--- config.mk ---
export PLATFORM = sky130hd
export DESIGN_NAME = dsc_ctrl
export DESIGN_NICKNAME = d
export VERILOG_FILES = /design/src/design/dsc_pkg.sv /design/src/design/dsc_ctrl.sv /design/src/design/dsc_sync.sv
export VERILOG_INCLUDE_DIRS = /design/src /design/src/design
export SDC_FILE = /design/constraint.sdc
export NUM_CORES = 1
export LEC_CHECK = 0
export ABC_AREA = 1
export BUFFER_PORTS_ARGS = -buffer_cell sky130_fd_sc_hd__buf_2
export CORE_AREA = 3 3 227 174
export DETAILED_ROUTE_END_ITERATION = 12
export DIE_AREA = 0 0 230 177
export PLACE_DENSITY = 0.76
export SYNTH_ARGS = -nofsm -noshare
export SYNTH_HDL_FRONTEND = slang
export SYNTH_HIERARCHICAL = 1
export SYNTH_SLANG_ARGS = --single-unit
--- constraint.sdc ---
create_clock -name pclk -period 3.3 [get_ports pclk]
set_clock_uncertainty 0.05 [all_clocks]
set_input_delay 0.33 -clock pclk [delete_from_list [all_inputs] [get_ports pclk]]
set_output_delay 0.33 -clock pclk [all_outputs]
set_load 0.03 [all_outputs]
--- src/design/dsc_consts.svh ---
// Purpose: constants of the disk serial command control block
// Assumes: 32-bit APB with byte addresses, cable pins active low
// Notes:   widths of the state struct live in the package
`ifndef DSC_CONSTS_SVH
`define DSC_CONSTS_SVH
// ----------------------------------------------------------------
// register map
// ----------------------------------------------------------------
`define DSC_OFF_CTRL   8'h00
`define DSC_OFF_STAT   8'h04
`define DSC_OFF_CMD    8'h08
`define DSC_OFF_POS    8'h0C
`define DSC_OFF_RATE   8'h10
`define DSC_OFF_VEND   8'h14
`define DSC_A_PAGE     7:6
`define DSC_A_WORD     5:2
`define DSC_CFG_PAGE   2'h1
// ----------------------------------------------------------------
// control register fields and reset values
// ----------------------------------------------------------------
`define DSC_CF_ADDR    2:0
`define DSC_CF_HEADS   7:4
`define DSC_CF_MAP     8
`define DSC_CF_WPROT   9
`define DSC_CF_W       9:0
`define DSC_CTRL_RST   10'h081
`define DSC_STAT_RST   16'h0100
// ----------------------------------------------------------------
// standard status bits
// ----------------------------------------------------------------
`define DSC_ST_STATE   15:12
`define DSC_ST_WPROT   12
`define DSC_ST_MSTOP   9
`define DSC_ST_POR     8
`define DSC_ST_PAR     7
`define DSC_ST_INV     5
`define DSC_ST_WOFF    3
`define DSC_ST_WFLT    1
`define DSC_ATTN_MASK  16'h0FFF
// ----------------------------------------------------------------
// command word
// ----------------------------------------------------------------
`define DSC_FN_SEEK    4'h0
`define DSC_FN_RECAL   4'h1
`define DSC_FN_STAT    4'h2
`define DSC_FN_CFG     4'h3
`define DSC_FN_CTL     4'h5
`define DSC_FN_OFFS    4'h7
`define DSC_MOD_STD    4'h0
`define DSC_MOD_STOP   4'h2
`define DSC_MOD_START  4'h3
`define DSC_MOD_RSVD   3
`define DSC_SUB_GEN    8'h00
`define DSC_SUB_MAP    8'h01
`define DSC_SUB_RATE   8'h08
`define DSC_MAP_YES    16'h8000
`define DSC_LAST_BIT   5'h10
// ----------------------------------------------------------------
// synchronised pin vector
// ----------------------------------------------------------------
`define DSC_PIN_W      12
`define DSC_PIN_IDLE   12'hFFF
`define DSC_PIN_JMP    11
`define DSC_PIN_HEAD   10:7
`define DSC_PIN_WG     6
`define DSC_PIN_RG     5
`define DSC_PIN_REQ    4
`define DSC_PIN_CMD    3
`define DSC_PIN_DSEL   2:0
`define DSC_BOOT_STRAP 2'h2
`define DSC_BOOT_DONE  2'h3
`endif

--- src/design/dsc_pkg.sv ---
// Purpose: shared types of the disk serial command control block
// Assumes: field widths match the consts header
// Notes:   the whole control state is one packed struct
package dsc_pkg;
  typedef logic [3:0] dsc_head_t;
  typedef enum logic [1:0] {st_idle, st_rx, st_exec, st_tx} dsc_state_e;
  typedef struct packed {
    dsc_state_e        st;
    logic              ack;
    logic [4:0]        bitn;
    logic [16:0]       sh;
    logic [15:0]       cmd;
    logic [15:0]       cnt;
    logic [15:0]       plo;
    logic              wg_d;
    logic [1:0]        boot;
    logic              motor;
    logic [15:0]       stat;
    logic              attn;
    logic [11:0]       cyl;
    logic [3:0]        offs;
    logic [9:0]        ctrl;
    logic [15:0]       rate;
    logic [15:0]       vend;
    logic [15:0][15:0] cfg;
    logic              pready;
    logic              pslverr;
    logic [31:0]       prdata;
    logic              o_ack_n;
    logic              o_csd_n;
    logic              o_attn_n;
    logic              o_dsel_n;
    logic              o_cc_n;
    logic              o_wr;
    logic              o_rd;
    logic              o_splice;
    logic              o_plo;
  } dsc_state_s;
endpackage : dsc_pkg

--- src/design/dsc_ctrl.sv ---
// Purpose: drive-side control inputs: select, gates, serial command word
// Assumes: cable pins active low, autostart jumper active high, all far slower than pclk
// Notes:   registers over APB with one wait state per access
`include "dsc_consts.svh"
module dsc_ctrl
#(
  parameter int EXEC_CYCLES = 64,
  parameter int PLO_CYCLES  = 96
)
(
  input  wire logic              pclk,
  input  wire logic              presetn,
  input  wire logic              psel,
  input  wire logic              penable,
  input  wire logic              pwrite,
  input  wire logic [7:0]        paddr,
  input  wire logic [31:0]       pwdata,
  output logic      [31:0]       prdata,
  output logic                   pready,
  output logic                   pslverr,
  input  wire dsc_pkg::dsc_head_t head_sel_n,
  input  wire logic              write_gate_n,
  input  wire logic              read_gate_n,
  input  wire logic              xfer_req_n,
  input  wire logic              cmd_data_n,
  input  wire logic [2:0]        drive_sel_n,
  input  wire logic              motor_autostart_jumper,
  output logic                   xfer_ack_n,
  output logic                   cfg_status_data_n,
  output logic                   attention_n,
  output logic                   cmd_complete_n,
  output logic                   drive_selected_n,
  output logic                   write_enable,
  output logic                   read_enable,
  output logic                   write_splice,
  output logic                   plo_field,
  output logic                   motor_run
);
  import dsc_pkg::*;

  localparam logic [15:0] EXEC_LEN = 16'(EXEC_CYCLES);
  localparam logic [15:0] PLO_LEN  = 16'(PLO_CYCLES);

  dsc_state_s                s;
  dsc_state_s                n;
  logic [`DSC_PIN_W-1:0]     pin_q;
  logic [3:0]                head;
  logic [2:0]                dsel;
  logic                      sel;
  logic                      wg;
  logic                      rg;
  logic                      req;
  logic                      cbit;
  logic                      jumper;
  logic                      rx_done;
  logic                      par_good;
  logic                      bad_cmd;
  logic                      has_rsp;
  logic                      clr;
  logic                      rise;
  logic [3:0]                fn;
  logic [3:0]                md;
  logic [7:0]                sub;
  logic [15:0]               rsp;
  logic [15:0]               evt;

  // odd parity bit for a 16-bit word
  function automatic logic odd_par(input logic [15:0] w);
    odd_par = ~^w;
  endfunction : odd_par

  // ----------------------------------------------------------------
  // pin capture
  // ----------------------------------------------------------------
  dsc_sync #(.W(`DSC_PIN_W), .RST(`DSC_PIN_IDLE)) u_sync
  (
    .pclk    (pclk),
    .presetn (presetn),
    .d       ({motor_autostart_jumper, head_sel_n, write_gate_n, read_gate_n,
               xfer_req_n, cmd_data_n, drive_sel_n}),
    .q       (pin_q)
  );

  assign head     = ~pin_q[`DSC_PIN_HEAD];
  assign dsel     = ~pin_q[`DSC_PIN_DSEL];
  assign sel      = (dsel != 3'h0) && (dsel == s.ctrl[`DSC_CF_ADDR]);
  assign wg       = sel && !pin_q[`DSC_PIN_WG];
  assign rg       = sel && !pin_q[`DSC_PIN_RG];
  assign req      = sel && !pin_q[`DSC_PIN_REQ];
  assign cbit     = !pin_q[`DSC_PIN_CMD];
  assign jumper   = pin_q[`DSC_PIN_JMP];
  assign rx_done  = (s.st == st_rx) && s.ack && !req && (s.bitn == `DSC_LAST_BIT);
  assign par_good = odd_par(s.sh[16:1]) == s.sh[0];
  assign fn       = s.sh[16:13];
  assign md       = s.sh[12:9];
  assign sub      = s.sh[8:1];
  assign clr      = rx_done && par_good && (fn == `DSC_FN_CTL) && (md == `DSC_MOD_STD);
  assign rise     = |(evt & (clr ? 16'hFFFF : ~s.stat) & `DSC_ATTN_MASK);

  // ----------------------------------------------------------------
  // command decode and response word
  // ----------------------------------------------------------------
  always_comb
  begin
    bad_cmd = 1'b0;
    has_rsp = 1'b0;
    rsp     = 16'h0000;
    case (fn)
      `DSC_FN_SEEK, `DSC_FN_RECAL: bad_cmd = 1'b0;
      `DSC_FN_OFFS: bad_cmd = md[`DSC_MOD_RSVD];
      `DSC_FN_STAT:
      begin
        has_rsp = 1'b1;
        bad_cmd = md[`DSC_MOD_RSVD];
        rsp     = (md == `DSC_MOD_STD) ? s.stat : s.vend;
      end
      `DSC_FN_CFG:
      begin
        has_rsp = 1'b1;
        if (md != `DSC_MOD_STD)
          rsp = s.cfg[md];
        else if (sub == `DSC_SUB_GEN)
          rsp = s.cfg[md];
        else if (sub == `DSC_SUB_MAP)
          rsp = s.ctrl[`DSC_CF_MAP] ? `DSC_MAP_YES : 16'h0000;
        else if (sub == `DSC_SUB_RATE)
          rsp = s.rate;
        else
          bad_cmd = 1'b1;
      end
      `DSC_FN_CTL:
        bad_cmd = !((md == `DSC_MOD_STD) || (md == `DSC_MOD_STOP) || (md == `DSC_MOD_START));
      default: bad_cmd = 1'b1;
    endcase
  end

  // ----------------------------------------------------------------
  // fault and change events
  // ----------------------------------------------------------------
  always_comb
  begin
    evt = 16'h0000;
    // busy counts as writing before command complete
    evt[`DSC_ST_WFLT]  = wg && ((head >= s.ctrl[`DSC_CF_HEADS]) || (s.st == st_exec) || rg
                                || s.ctrl[`DSC_CF_WPROT] || !s.motor);
    evt[`DSC_ST_WOFF]  = wg && (s.offs != 4'h0);
    evt[`DSC_ST_PAR]   = rx_done && !par_good;
    evt[`DSC_ST_INV]   = rx_done && par_good && bad_cmd;
    evt[`DSC_ST_MSTOP] = (s.boot == `DSC_BOOT_DONE) && !s.motor;
    evt[`DSC_ST_WPROT] = s.ctrl[`DSC_CF_WPROT];
  end

  // ----------------------------------------------------------------
  // next state
  // ----------------------------------------------------------------
  always_comb
  begin
    n      = s;
    n.wg_d = wg;
    // strap read only once the synchroniser holds a real pin level
    if (s.boot != `DSC_BOOT_DONE)
      n.boot = s.boot + 2'h1;
    if ((s.boot == `DSC_BOOT_STRAP) && jumper)
      n.motor = 1'b1;

    n.stat = (clr ? 16'h0000 : s.stat) | evt;
    n.stat[`DSC_ST_STATE] = evt[`DSC_ST_STATE];
    if (rise)
      n.attn = 1'b1;
    else if (clr)
      n.attn = 1'b0;

    case (s.st)
      st_idle, st_rx:
      begin
        if (req && !s.ack)
        begin
          n.ack = 1'b1;
          n.sh  = {s.sh[15:0], cbit};
          n.st  = st_rx;
        end
        else if (s.ack && !req)
        begin
          n.ack  = 1'b0;
          n.bitn = s.bitn + 5'h01;
          if (rx_done)
          begin
            n.bitn = 5'h00;
            n.cmd  = s.sh[16:1];
            n.st   = st_idle;
            if (par_good && !bad_cmd)
            begin
              n.st  = st_exec;
              n.cnt = EXEC_LEN;
              case (fn)
                `DSC_FN_SEEK:
                begin
                  n.cyl  = s.sh[12:1];
                  n.offs = 4'h0;
                end
                `DSC_FN_RECAL:
                begin
                  n.cyl  = 12'h000;
                  n.offs = 4'h0;
                end
                `DSC_FN_OFFS: n.offs = md;
                `DSC_FN_CTL:
                begin
                  if (!jumper && (md == `DSC_MOD_STOP))
                    n.motor = 1'b0;
                  if (!jumper && (md == `DSC_MOD_START))
                    n.motor = 1'b1;
                end
                default: n.cnt = EXEC_LEN;
              endcase
            end
          end
        end
      end
      st_exec:
      begin
        if (s.cnt <= 16'h0001)
        begin
          n.cnt = 16'h0000;
          n.st  = has_rsp ? st_tx : st_idle;
          if (has_rsp)
            n.sh = {rsp, odd_par(rsp)};
        end
        else
          n.cnt = s.cnt - 16'h0001;
      end
      st_tx:
      begin
        // bit already on the line when the request comes
        if (req && !s.ack)
          n.ack = 1'b1;
        else if (s.ack && !req)
        begin
          n.ack = 1'b0;
          n.sh  = {s.sh[15:0], 1'b0};
          n.bitn = s.bitn + 5'h01;
          if (s.bitn == `DSC_LAST_BIT)
          begin
            n.bitn = 5'h00;
            n.st   = st_idle;
          end
        end
      end
      default: n.st = st_idle;
    endcase

    if (!wg)
      n.plo = 16'h0000;
    else if (!s.wg_d)
      n.plo = PLO_LEN;
    else if (s.plo != 16'h0000)
      n.plo = s.plo - 16'h0001;

    // ----------------------------------------------------------------
    // apb slave, one wait state
    // ----------------------------------------------------------------
    n.pready  = psel && penable && !s.pready;
    n.pslverr = 1'b0;
    n.prdata  = 32'h0000_0000;
    if (psel && penable && !s.pready)
    begin
      if (paddr[`DSC_A_PAGE] == `DSC_CFG_PAGE)
      begin
        n.prdata = {16'h0000, s.cfg[paddr[`DSC_A_WORD]]};
        if (pwrite)
          n.cfg[paddr[`DSC_A_WORD]] = pwdata[15:0];
      end
      else
      begin
        case ({paddr[7:2], 2'b00})
          `DSC_OFF_CTRL:
          begin
            n.prdata = {22'h0, s.ctrl};
            if (pwrite)
              n.ctrl = pwdata[`DSC_CF_W];
          end
          `DSC_OFF_STAT: n.prdata = {15'h0, s.attn, s.stat};
          `DSC_OFF_CMD:  n.prdata = {13'h0, s.motor, s.st, s.cmd};
          `DSC_OFF_POS:  n.prdata = {16'h0, s.offs, s.cyl};
          `DSC_OFF_RATE:
          begin
            n.prdata = {16'h0, s.rate};
            if (pwrite)
              n.rate = pwdata[15:0];
          end
          `DSC_OFF_VEND:
          begin
            n.prdata = {16'h0, s.vend};
            if (pwrite)
              n.vend = pwdata[15:0];
          end
          default: n.pslverr = 1'b1;
        endcase
      end
    end

    // ----------------------------------------------------------------
    // registered pin and side outputs
    // ----------------------------------------------------------------
    n.o_ack_n  = !(n.ack && sel);
    n.o_csd_n  = !((n.st == st_tx) && n.sh[16] && sel);
    n.o_attn_n = !(n.attn && sel);
    n.o_dsel_n = !sel;
    n.o_cc_n   = (n.st == st_exec) || (s.boot != `DSC_BOOT_DONE);
    n.o_wr     = wg && !evt[`DSC_ST_WFLT] && !evt[`DSC_ST_WOFF];
    n.o_rd     = rg && !wg && (s.st != st_exec) && s.motor;
    n.o_splice = wg && !s.wg_d;
    n.o_plo    = n.plo != 16'h0000;
  end

  always_ff @(posedge pclk or negedge presetn)
  begin
    if (!presetn)
    begin
      s          <= '0;
      s.stat     <= `DSC_STAT_RST;
      s.attn     <= 1'b1;
      s.ctrl     <= `DSC_CTRL_RST;
      s.o_ack_n  <= 1'b1;
      s.o_csd_n  <= 1'b1;
      s.o_attn_n <= 1'b1;
      s.o_dsel_n <= 1'b1;
      s.o_cc_n   <= 1'b1;
    end
    else
      s <= n;
  end

  assign prdata            = s.prdata;
  assign pready            = s.pready;
  assign pslverr           = s.pslverr;
  assign xfer_ack_n        = s.o_ack_n;
  assign cfg_status_data_n = s.o_csd_n;
  assign attention_n       = s.o_attn_n;
  assign cmd_complete_n    = s.o_cc_n;
  assign drive_selected_n  = s.o_dsel_n;
  assign write_enable      = s.o_wr;
  assign read_enable       = s.o_rd;
  assign write_splice      = s.o_splice;
  assign plo_field         = s.o_plo;
  assign motor_run         = s.motor;
endmodule : dsc_ctrl

--- src/design/dsc_sync.sv ---
// Purpose: two-flop synchroniser for cable pins
// Assumes: reset value is the idle level of the pins
// Notes:   first stage feeds only the second stage
module dsc_sync
#(
  parameter int           W   = 1,
  parameter logic [W-1:0] RST = '0
)
(
  input  wire logic         pclk,
  input  wire logic         presetn,
  input  wire logic [W-1:0] d,
  output logic      [W-1:0] q
);
  logic [W-1:0] meta;

  always_ff @(posedge pclk or negedge presetn)
  begin
    if (!presetn)
    begin
      meta <= RST;
      q    <= RST;
    end
    else
    begin
      meta <= d;
      q    <= meta;
    end
  end
endmodule : dsc_sync

# Yosys cells after proc, flatten, opt, wreduce, memory -nomap -nowiden
# Cells that the tools add are included.
[op_classes]
n_eq_ne = 36
n_addsub = 4
order_cmp = 5
mux = 69
bitwise_logic = 7
n_reduce_logical = 93
[op_table]
columns = ["op", "n"]
rows = [
  ["$mux 16", 17],
  ["$bwmux 256", 1],
  ["$bmux 16 s4", 2],
  ["$pmux 19 s6", 1],
  ["$demux 16 s4", 1],
  ["$pmux 16 s2", 2],
  ["$mux 17", 3],
  ["$pmux 17 s3", 1],
  ["$logic_and 1x1->1", 34],
  ["$mux 33", 1],
  ["$reduce_bool 16->1", 2],
  ["$reduce_xnor 16->1", 2],
  ["$sub 16x1->16 const B", 2],
  ["$mux 25", 1],
  ["$mux 12", 2],
  ["$pmux 12 s2", 1],
  ["$mux 22", 1],
  ["$logic_not 1->1", 20],
  ["$ne 2x2->1 const B", 10],
  ["$mux 1", 19],
  ["$mux 19", 1],
  ["$eq 4x2->1 const B", 4],
  ["$le 16x1->1 const B", 1],
  ["$reduce_and 4->1", 4],
  ["other kinds (46)", 81],
]
[totals]
inputBits = 57
output_inout_bits = 44
ff_bits = 472
elab_cells = 262

# Logic depth before layout (Yosys ltp)
# Gate-level depths: netlist (run 1).
[depth]
ltp_word = 17
depth_mapped = 24
depth_no_buf = 21

# Hierarchy
# The synthesis (run 1) kept the hierarchy.
[modules_own_cells]
columns = ["mod", "cells_per_inst", "n_inst", "seq_area_each_um2", "area_each_um2"]
rows = [
  ["dsc_ctrl", 2874, 1, 10746.6, 22442.8],
  ["dsc_sync", 24, 1, 630.6, 630.6],
]

# Worst setup path after synthesis (run 1)
# No wires, ideal clock.
[synth_path]
path_kind = "reg-to-reg"
from = "register s (netlist bit md[2])"
to = "register s[396] (netlist bit)"
setup_ns = 0.127
path_buffers = 4
required_time_ns = 3.123
stages_incl_launch_ff = 16
arrival_ns = 2.491
synth_period_minus_slack_ns = 2.668
setup_slack_ns = 0.632
path_cell_list = "dfrtp_1 -> buf_2 -> inv_1 -> buf_2 -> buf_2 -> ha_1 -> xnor2_1 -> xnor2_1 -> xnor2_1 -> xor2_1 -> nand2_1 -> nor2_4 -> inv_2 -> nand2_2 -> buf_4 -> o22ai_1"
[synth_between]
elab_chain_len = 9
[synth_lines]
columns = ["item", "line", "rtl"]
rows = [
  ["start, declared", "dsc_ctrl.sv:44", "dsc_state_s s;"],
  ["start signal, assigned", "dsc_ctrl.sv:331", "s <= n;"],
  ["$eq 4x2->1 (no source line) or $logic_not 4->1 (tied branches)", "n/a", ""],
  ["$logic_or 1x1->1 (2 in a row)", "dsc_ctrl.sv:132", "bad_cmd = !((md == `DSC_MOD_STD) || (md == `DSC_MOD_STOP) || (md == `DSC_MOD_START));"],
  ["$logic_not 1->1", "dsc_ctrl.sv:132", ""],
  ["$pmux 1 s4", "dsc_ctrl.sv:108", "case (fn)"],
  ["$logic_not 1->1", "dsc_ctrl.sv:191", "if (par_good && !bad_cmd)"],
  ["$logic_and 1x1->1 (*)", "dsc_ctrl.sv:191", ""],
  ["$ne 2x2->1 (no source line) (*)", "n/a", ""],
  ["$reduce_and 5->1 (no source line) (*)", "n/a", ""],
]
# Every way passes the cells marked *; elsewhere a longest branch is shown, timed or not.
# A chain may end at the register's enable or synchronous reset.

# Worst setup path in the final report (run 1)
[layout_path]
from = "register s (netlist bit md[0])"
to = "register s[426] (netlist bit)"
[layout_between]
elab_chain_len = 9
[layout_lines]
columns = ["item", "line", "rtl"]
rows = [
  ["$bmux 16 s4", "dsc_ctrl.sv:121, dsc_ctrl.sv:123", ""],
  ["$mux 16 (not written as such)", "dsc_ctrl.sv:121, dsc_ctrl.sv:123", ""],
  ["$mux 16", "dsc_ctrl.sv:122", "else if (sub == `DSC_SUB_GEN)"],
  ["$mux 16", "dsc_ctrl.sv:120", "if (md != `DSC_MOD_STD)"],
  ["$pmux 16 s2 (*)", "dsc_ctrl.sv:108", ""],
  ["$reduce_xnor 16->1 (*)", "dsc_ctrl.sv:69", "odd_par = ~^w;"],
  ["$mux 17 (*)", "dsc_ctrl.sv:226", "if (has_rsp)"],
  ["$mux 17 (*)", "dsc_ctrl.sv:222", "if (s.cnt <= 16'h0001)"],
  ["$pmux 17 s3 (*)", "dsc_ctrl.sv:173", "case (s.st)"],
]
# Every way passes the cells marked *; elsewhere a longest branch is shown, timed or not. The select of a mux whose other input is x is not followed.

==> Implementation_results.wiki, run 1 <==
{| class="wikitable"
! Metric !! Value
|-
| Number of DRC violations after detailed routing || 0
|-
| Max-capacitance violation count || 0
|-
| Area of the mapped netlist || 23100 sq um
|-
| Slew of the pin with the lowest slew margin || 0.977 ns
|-
| Wirelength per Cell || 22.4 um
|-
| Static leakage power || ~12 nW
|-
| Total overflow reported by the global router || 0
|-
| CTS max path bufs || 3
|-
| Reg-to-Reg Start || md[0]
|-
| Average size of a mapped cell || roughly 8.0 sq um
|-
| Final worst path period share || 0.922
|-
| Post-synthesis cell count || 2898
|-
| Placed cells || roughly 3400
|-
| Area of the die || approximately 41000 sq um
|-
| P per Cell Area || 557 nW/um^2
|-
| Crit start category || flop
|-
| Number of clock buffers inserted by TritonCTS || 45
|-
| Int Pwr || 0.00975 W
|-
| Number of max-slew violations in the final report || 0
|-
| Core footprint || 37100 sq um
|-
| Min-delay src || pwdata[13]
|-
| Detailed Route Iter0 Violations || between 3000 and 4000
|-
| Synth top area cells || sky130_fd_sc_hd__dfrtp_1 46%, sky130_fd_sc_hd__nand2_1 13%, sky130_fd_sc_hd__o21ai_0 9.0%
|-
| Post-Route Setup TNS || 0 ns
|-
| Post-CTS resize count || 0
|-
| Final cell count without fillers || 3463
|-
| Number of synthesized flops with an enable pin || 0
|-
| Global routing usage summed across all routing layers || 0.384
|-
| Fmax || between 0.3 and 0.4 GHz
|-
| Sw Share || 0.315
|-
| Run status || complete, no violations
|-
| Portion of total power attributed to combinational logic || 0.204
|-
| Post-DRT Antenna Nets || 0
|-
| Area leader, netlist || sky130_fd_sc_hd__dfrtp_1
|-
| Utilization after layout || 0.690
|-
| Post-CTS setup buffer count || 0
|-
| Cts-stage hold buffer count || 24
|-
| Number of global-route vias before repair || 20900
|-
| Effective utilization at floorplan || 0.622
|-
| Clk Latency, worst-skew pair || 0.57 ns
|-
| H-tree Lvls || 2
|-
| Largest net degree at the start of global routing || a little under 100
|-
| Post-synthesis sequential area ratio || 0.493
|-
| Sequential power share || 0.423
|-
| Leading cell types in the layout, fill and taps excluded || 822 x sky130_fd_sc_hd__nand2_1, 418 x sky130_fd_sc_hd__dfrtp_1, 417 x sky130_fd_sc_hd__o21ai_0
|-
| Post-layout min period || 3.04 ns
|-
| Required time of the critical path || 3.71 ns
|-
| Post-synth top area share || 0.456
|-
| CP max-delay cell || sky130_fd_sc_hd__dfrtp_4
|-
| Number of rows in the core area || 61
|-
| Number of diodes added for antenna fixing || 0
|-
| Kind of end point of the critical path || flop
|-
| Vias per std cell || 6.34
|-
| CTS tree || yes
|-
| Async set or reset register ratio after synthesis || 1.00
|-
| Final hold vios || 0
|-
| Sw Pwr || roughly 0.0045 W
|-
| Number of antenna violations at the first check in global routing || 3
|-
| Fin nets || 3010
|-
| Unrepaired setup endpoints after global routing || false
|-
| Die Y || 177 um
|-
| Setup-violating endpoint count in the final report || 0
|-
| Total of buffers placed on input and output ports || 69
|-
| Hold Slack || 0.00245 ns
|-
| Largest stage delay on the critical path || 0.51 ns
|-
| Critical path start-end classification || flop to flop
|-
| Fraction of final layout cells with drive strength greater than 1 || 0.105
|-
| FF+latch count, synth || 453
|-
| Largest fanout on the critical path || 15
|-
| CTS clk-pin slew, worst paths || 0.07 ns
|-
| Number of clock sinks || 453
|-
| Leading cell type in the layout, fill and taps excluded || sky130_fd_sc_hd__nand2_1
|-
| Top FF cell, synth || sky130_fd_sc_hd__dfrtp_1
|-
| Buffering stage count on the worst path with inverters included || 3
|-
| Routability congestion estimate || 1.02
|-
| Clock root buffer || sky130_fd_sc_hd__clkbuf_16
|-
| Arrival time at the worst endpoint || 3.46 ns
|-
| Worst relative slew slack || 0.342
|-
| IR Drop Worst-Case VDD || around 0.50 mV
|-
| Placed wire-length estimate || 51300 um
|-
| Count of cell types in the netlist || 56
|-
| Most numerous cell on the critical path || sky130_fd_sc_hd__nand2_1
|-
| Number of ports placed on the die boundary || approximately 100
|-
| Family with the most delay on the worst path || simple AND/OR/NAND/NOR gates
|-
| Chip width || around 230 um
|-
| Final wirelength || about 78000 um
|-
| Total vias in the final route || between 20000 and 25000
|-
| Cells along the critical path || inv_4 -> ha_1 -> nand2_2 -> inv_2 -> o21ai_2 -> buf_4 -> nor2_4 -> a31oi_1 -> nand2_1 -> nand3_1 -> nand2_1 -> nand2_1 -> nand2_1 -> nand2_1 -> nand2_1 -> nand3_1 -> nand3_1 -> nand3_1
|-
| 1st-pass router iterations || 6
|-
| Warning count from the yosys run || 6
|-
| Relative contribution of the clock network to total power || 0.374
|-
| Area delta synth->final || 10.9%
|-
| Worst setup path start || md[0]
|-
| Hold Crit Class || input port to flop
|-
| Wire length of the first global-routing pass || 121000 um
|}
==> Yosys cell counts (all sizes together) (2+ instances only) <==
cell type and number:
clkinv 2, o221ai 2, or2 2, a211o 2, dfrtp 420, ha 28
nand3b 2, a221oi 13, nor3 18, nand2 829, xor2 13, a21oi 46
a22o 2, inv 192, a211oi 7, nand3 275, a41oi 4, a22oi 15
a2111oi 3, buf 106, clkbuf 112, o21ai 440, dfstp 33, nor4 10
and3 4, o22ai 162, nor2 107, nand4 18, xnor2 10, a31oi 10
==> sequential cells by signal, indices dropped and copies added (netlist names), 4 cells and up <==
name	flops
s	389
md	4
u_sync/meta	12
prdata	19
u_sync/q	12
fn	4
==> power by group through the flow <==
| stage | sequential [W] | combinational (W) | clock (W) |
|---|---|---|---|
| final | 0.00602 | 0.00290 | 0.00532 |
| after global routing | 0.00604 | 0.00311 | 0.00559 |
| after detailed placement | 0.00611 | 0.00276 | 0 |
| after CTS | 0.00601 | 0.00279 | 0.00535 |
| after floorplan | 0.00605 | 0.00182 | 0 |
| after global placement | 0.00609 | 0.00272 | 0 |
==> worst register-to-register path, stage by stage (launching register included) <==
cell and delay [ns]:
sky130_fd_sc_hd__dfrtp_4 0.51, sky130_fd_sc_hd__inv_4 0.08, sky130_fd_sc_hd__ha_1 0.15, sky130_fd_sc_hd__nand2_2 0.08, sky130_fd_sc_hd__inv_2 0.15, sky130_fd_sc_hd__o21ai_2 0.11
sky130_fd_sc_hd__buf_4 0.17, sky130_fd_sc_hd__nor2_4 0.34, sky130_fd_sc_hd__a31oi_1 0.31, sky130_fd_sc_hd__nand2_1 0.24, sky130_fd_sc_hd__nand3_1 0.11, sky130_fd_sc_hd__nand2_1 0.13
sky130_fd_sc_hd__nand2_1 0.06, sky130_fd_sc_hd__nand2_1 0.06, sky130_fd_sc_hd__nand2_1 0.05, sky130_fd_sc_hd__nand2_1 0.09, sky130_fd_sc_hd__nand3_1 0.09, sky130_fd_sc_hd__nand3_1 0.09
sky130_fd_sc_hd__nand3_1 0.06
==> final timing paths <==
check,endpoint,slack [ns],cells past startpoint
max,s[426],0.26,18
min,s[328],0.002,3
max reg2reg,s[426],0.26,18
min reg2reg,u_sync/q[7],0.30,0
max in group asynchronous,s[81],1.81,3
min in group asynchronous,s[231],0.34,2
==> through the flow <==
| stage | total power, W | instance area [sq um] | worst slack [ns] |
|---|---|---|---|
| final | 0.0142 | 25600 | 0.259 |
| after floorplan | 0.00787 | 23100 | 0.632 |
| after global routing | 0.0147 | 25600 | 0.0132 |
| after global placement | 0.00882 | 23800 | 0.355 |
| after CTS | 0.0142 | 25600 | 0.361 |
| after detailed placement | 0.00887 | 23800 | 0.287 |
==> kinds of logic after synthesis <==
kind of cell / after synthesis / synth area share
buffers and inverters: 412 / 0.0800
other: 1 / 0.000163
DFF: 453 / 0.493
and+or+nand+nor: 1268 / 0.230
xor gates and xnor gates: 23 / 0.00873
AOI/OAI and AO/OA: 713 / 0.173
adders and majority gates: 28 / 0.0152
==> metal layers <==
layer	wire length [um]	vias up	global-route usage
met1	30900	10300	0.560
met2	31600	1626	0.532
met3	11900	218	0.130
met4	3090	4	0.141
met5	26	-	0
li1	-	9784	-
==> layout make-up <==
type                            count  area [sq um]
Fill cell                        3003         11500
Tap cell                          504           631
Clock inverter                     14           154
Clock buffer                       67          1360
Sequential cell                   453         11400
Multi-Input combinational cell   2045          9910
Inverter                          194           732
Timing Repair Buffer              186          1430
No activity file was read; power rests on OpenSTA's default activity.
==> inputs of run 2 (changes only) <==
--- a/config.mk
+++ b/config.mk
@@ -6,12 +6,12 @@
 export SDC_FILE = /design/constraint.sdc
 export NUM_CORES = 1
 export LEC_CHECK = 0
-export ABC_AREA = 1
 export BUFFER_PORTS_ARGS = -buffer_cell sky130_fd_sc_hd__buf_2
-export CORE_AREA = 3 3 227 174
+export CORE_AREA = 3 3 228 174
 export DETAILED_ROUTE_END_ITERATION = 12
-export DIE_AREA = 0 0 230 177
+export DIE_AREA = 0 0 231 177
 export PLACE_DENSITY = 0.76
+export SETUP_SLACK_MARGIN = 0.05
 export SYNTH_ARGS = -nofsm -noshare
 export SYNTH_HDL_FRONTEND = slang
 export SYNTH_HIERARCHICAL = 1
==> Implementation_results.wiki, run 2 <==
{| class="wikitable"
! Metric !! Value
|-
| Post-layout min period || 3.29 ns (+0.252 ns)
|-
| Int Pwr || 0.00917 W (-5.9%)
|-
| Number of rows in the core area || 61 (unchanged)
|-
| Number of global-route vias before repair || 16300 (-22%)
|-
| Largest fanout on the critical path || 6 (-9)
|-
| Number of clock buffers inserted by TritonCTS || 44 (-2.2%)
|-
| Combinational family with the most area after synthesis || multiplexers
|-
| Total overflow reported by the global router || 0 (unchanged)
|-
| Final worst path period share || 0.998 (+0.0762)
|-
| Total vias in the final route || 16200 (-26%)
|-
| Most repeated cell in the gate-level netlist after synthesis || sky130_fd_sc_hd__dfrtp_1
|-
| Effective utilization at floorplan || 0.623 (about the same)
|-
| CTS clk-pin slew, worst paths || 0.06 ns (about the same)
|-
| Post-synth top area share || 0.453 (-0.00229)
|-
| Sw Pwr || 0.00296 W (-34%)
|-
| Kind of end point of the critical path || flop
|-
| Fraction of final layout cells with drive strength greater than 1 || 0.408 (+0.303)
|-
| Number of max-slew violations in the final report || 0 (unchanged)
|-
| Post-synthesis sequential area ratio || 0.491 (-0.00247)
|-
| Area of the mapped netlist || 23200 sq um (+0.50%)
|-
| Chip width || 231 um (+0.43%)
|-
| Required time of the critical path || 3.69 ns (-0.02 ns)
|-
| Detailed Route Iter0 Violations || 1887 (-45%)
|-
| Total of buffers placed on input and output ports || 69 (unchanged)
|-
| Average size of a mapped cell || 13.2 sq um (+65%)
|-
| Number of ports placed on the die boundary || 101 (unchanged)
|-
| 1st-pass router iterations || 8 (+2)
|-
| Complex-gate fraction of the synthesized area || 0.0652 (-0.107)
|-
| Sequential power share || 0.491 (+0.068)
|-
| Sw Share || 0.244 (-0.0716)
|-
| Final setup slack of the worst path || 0.00707 ns (-0.252 ns)
|-
| Post-DRT Antenna Nets || 0 (unchanged)
|-
| Worst setup path start || md[1]
|-
| Count of cell types in the netlist || 64 (+14%)
|-
| CTS tree || yes
|-
| Multiplexer share of the synthesized area || 0.302 (+0.302)
|-
| Async set or reset register ratio after synthesis || 1.00 (unchanged)
|-
| Share of the synthesized netlist area taken by xor and xnor gates || 0.0156 (+0.00686)
|-
| Die Y || 177 um (unchanged)
|-
| Run status || complete, no violations
|-
| Placed wire-length estimate || 44300 um (-14%)
|-
| Reg-to-Reg Start || md[1]
|-
| Post-synthesis simple-gate area fraction || 0.0691 (-0.161)
|-
| CTS max path bufs || 3 (unchanged)
|-
| Number of flip-flops in the largest register || 389 (unchanged)
|-
| Core footprint || 37200 sq um (+0.41%)
|-
| Synth cell count leaders || 420 x sky130_fd_sc_hd__dfrtp_1, 312 x sky130_fd_sc_hd__mux2_2, 137 x sky130_fd_sc_hd__nand2_1
|-
| Largest net degree at the start of global routing || 84 (-13%)
|-
| Routability congestion estimate || 0.973 (-5.0%)
|-
| Register with the highest flop count || s
|-
| Fmax || 0.304 GHz (-7.6%)
|-
| Area delta synth->final || 14.0%
|-
| Static leakage power || 12.2 nW (+2.8%)
|-
| Fin nets || 1977 (-34%)
|-
| Synthesized-area fraction occupied by adder cells || 0.0151 (-0.0000762)
|-
| Arrival time at the worst endpoint || 3.68 ns (+0.22 ns)
|-
| Critical path start-end classification || flop to flop
|-
| P per Cell Area || 459 nW/um^2 (-18%)
|-
| Leading cell types in the layout, fill and taps excluded || 417 x sky130_fd_sc_hd__dfrtp_1, 312 x sky130_fd_sc_hd__mux2_2, 137 x sky130_fd_sc_hd__nand2_1
|-
| Synth top area cells || sky130_fd_sc_hd__dfrtp_1 45%, sky130_fd_sc_hd__mux2_2 15%, sky130_fd_sc_hd__mux4_2 12%
|-
| Crit start category || flop
|-
| Leading cell type in the layout, fill and taps excluded || sky130_fd_sc_hd__dfrtp_1
|-
| Vias per std cell || 6.68 (+5.3%)
|-
| IR Drop Worst-Case VDD || 0.420 mV (-16%)
|-
| Worst relative slew slack || 0.233 (-0.109)
|-
| Max-capacitance violation count || 0 (unchanged)
|-
| Unrepaired setup endpoints after global routing || true
|-
| Final hold vios || 0 (unchanged)
|-
| Relative contribution of the clock network to total power || 0.419 (+0.045)
|-
| Global routing usage summed across all routing layers || 0.324 (-0.0600)
|-
| Post-synthesis cell count || 1763 (-39%)
|-
| Top FF cell, synth || sky130_fd_sc_hd__dfrtp_1
|-
| Warning count from the yosys run || 6 (unchanged)
|-
| Area leader, netlist || sky130_fd_sc_hd__dfrtp_1
|-
| H-tree Lvls || 2 (unchanged)
|-
| Min-delay src || paddr[7]
|-
| Number of synthesized flops with an enable pin || 0 (unchanged)
|-
| Total power || 0.0121 W (-15%)
|-
| Area of the die || 40900 sq um (+0.43%)
|-
| Clock root buffer || sky130_fd_sc_hd__clkbuf_16
|-
| Slew of the pin with the lowest slew margin || 1.14 ns (+0.165 ns)
|-
| FF+latch count, synth || 453 (unchanged)
|-
| Number of antenna violations at the first check in global routing || 2 (-1)
|-
| Final wirelength || 65600 um (-15%)
|-
| Number of clock sinks || 453 (unchanged)
|-
| Portion of total power attributed to combinational logic || 0.090 (-0.114)
|-
| Wire length of the first global-routing pass || 99700 um (-18%)
|-
| Number of DRC violations after detailed routing || 0 (unchanged)
|-
| Wirelength per Cell || 27.0 um (+20%)
|-
| Placement-stage worst setup slack || 0.00304 ns (-0.284 ns)
|-
| Clk Latency, worst-skew pair || 0.57 ns (about the same)
|-
| Hold Crit Class || input port to flop
|-
| Setup-violating endpoint count in the final report || 0 (unchanged)
|}
[run 2: cell count changes in the layout (fill, tap and decap cells not counted), sizes merged, moves of 12 or more]
cell	delta
nand4	-12
mux4	+144
inv	-144
nand2	-692
nor2	-22
o21ai	-379
mux2	+312
buf	+44
mux2i	+17
nand3	-244
o22ai	-160
nand2b	+13
[run 2: repair_timing]
item | 4_1_cts | 5_1_grt
pin swaps | 1 | 4
endpoints found under the setup margin | 5 | 5
endpoints found under the hold margin | 79 | 0
resized for setup | 3 | 7
gates cloned | 0 | 1
hold buffers | 13 | 0
buffers inserted | 1 | 6
[run 2: stage by stage]
stage	hold slack, ns	cell area [sq um]	setup TNS (ns)	cells	util
finish	0.0654	26400	0	2433	0.709
global route	0.0823	26400	-0.0363	2433	0.709
CTS	0.0412	26300	0	2424	0.707
detailed placement	0.297	24700	0	2329	0.664
global placement	0.296	24700	0	2329	0.664
floorplan	-0.0156	23300	0	1775	-
[run 2: path summary, 6_finish.rpt]
check,depth (start not counted),slack (ns),end
worst max-delay path,12,0.007,s[426]
worst min-delay path,3,0.07,pslverr
worst max register to register,12,0.007,s[426]
worst min register to register,0,0.31,u_sync/q[9]
max in group asynchronous,4,1.85,u_sync/meta[7]
min in group asynchronous,2,0.31,s[154]
[run 2: cells by family after synthesis]
family / Yosys count
AO/OA/AOI/OAI: 225
multiplexers: 473
adder cells (fa/ha/maj): 28
buffers and inverters: 197
flip-flops: 453
AND/OR/NAND/NOR: 352
XOR/XNOR: 34
other: 1
[run 2: critical path, stage by stage (launching register included)]
cell                       delay (ns)
sky130_fd_sc_hd__dfrtp_4         0.52
sky130_fd_sc_hd__clkinv_1        0.08
sky130_fd_sc_hd__ha_1            0.21
sky130_fd_sc_hd__and2_4          0.22
sky130_fd_sc_hd__and2_1          0.22
sky130_fd_sc_hd__nor3_1          0.09
sky130_fd_sc_hd__buf_4           0.17
sky130_fd_sc_hd__a222oi_1        0.28
sky130_fd_sc_hd__o21a_1          0.28
sky130_fd_sc_hd__xnor3_2         0.38
sky130_fd_sc_hd__xnor3_1         0.39
sky130_fd_sc_hd__xnor2_2         0.21
sky130_fd_sc_hd__o21ai_1         0.07
[run 2: power by group through the flow]
stage               registers (W)  clock network (W)  logic (W)
floorplan                 0.00600                  0   0.000666
global placement          0.00603                  0    0.00102
detailed placement        0.00605                  0    0.00106
CTS                       0.00595            0.00515    0.00108
global route              0.00598            0.00537    0.00119
finish                    0.00596            0.00508    0.00109
[run 2: area by class of cell]
type / instances / area [sq um]
clock buffer: 71 / 1370
sequential: 453 / 11400
clock inverter: 10 / 82.6
antenna: 2 / 5.00
inverter: 48 / 180
tap: 504 / 631
multi-input combinational: 1125 / 11000
fill: 2541 / 10800
timing repair buffer: 220 / 1790
[run 2: routing by layer]
layer	part of all wire	vias up	wire, um	GRT usage
li1	-	6769	-	-
met5	0.0011	-	75	0.0132
met2	0.45	944	29200	0.491
met4	0.033	2	2190	0.0963
met1	0.41	8370	26800	0.469
met3	0.11	163	7260	0.0817
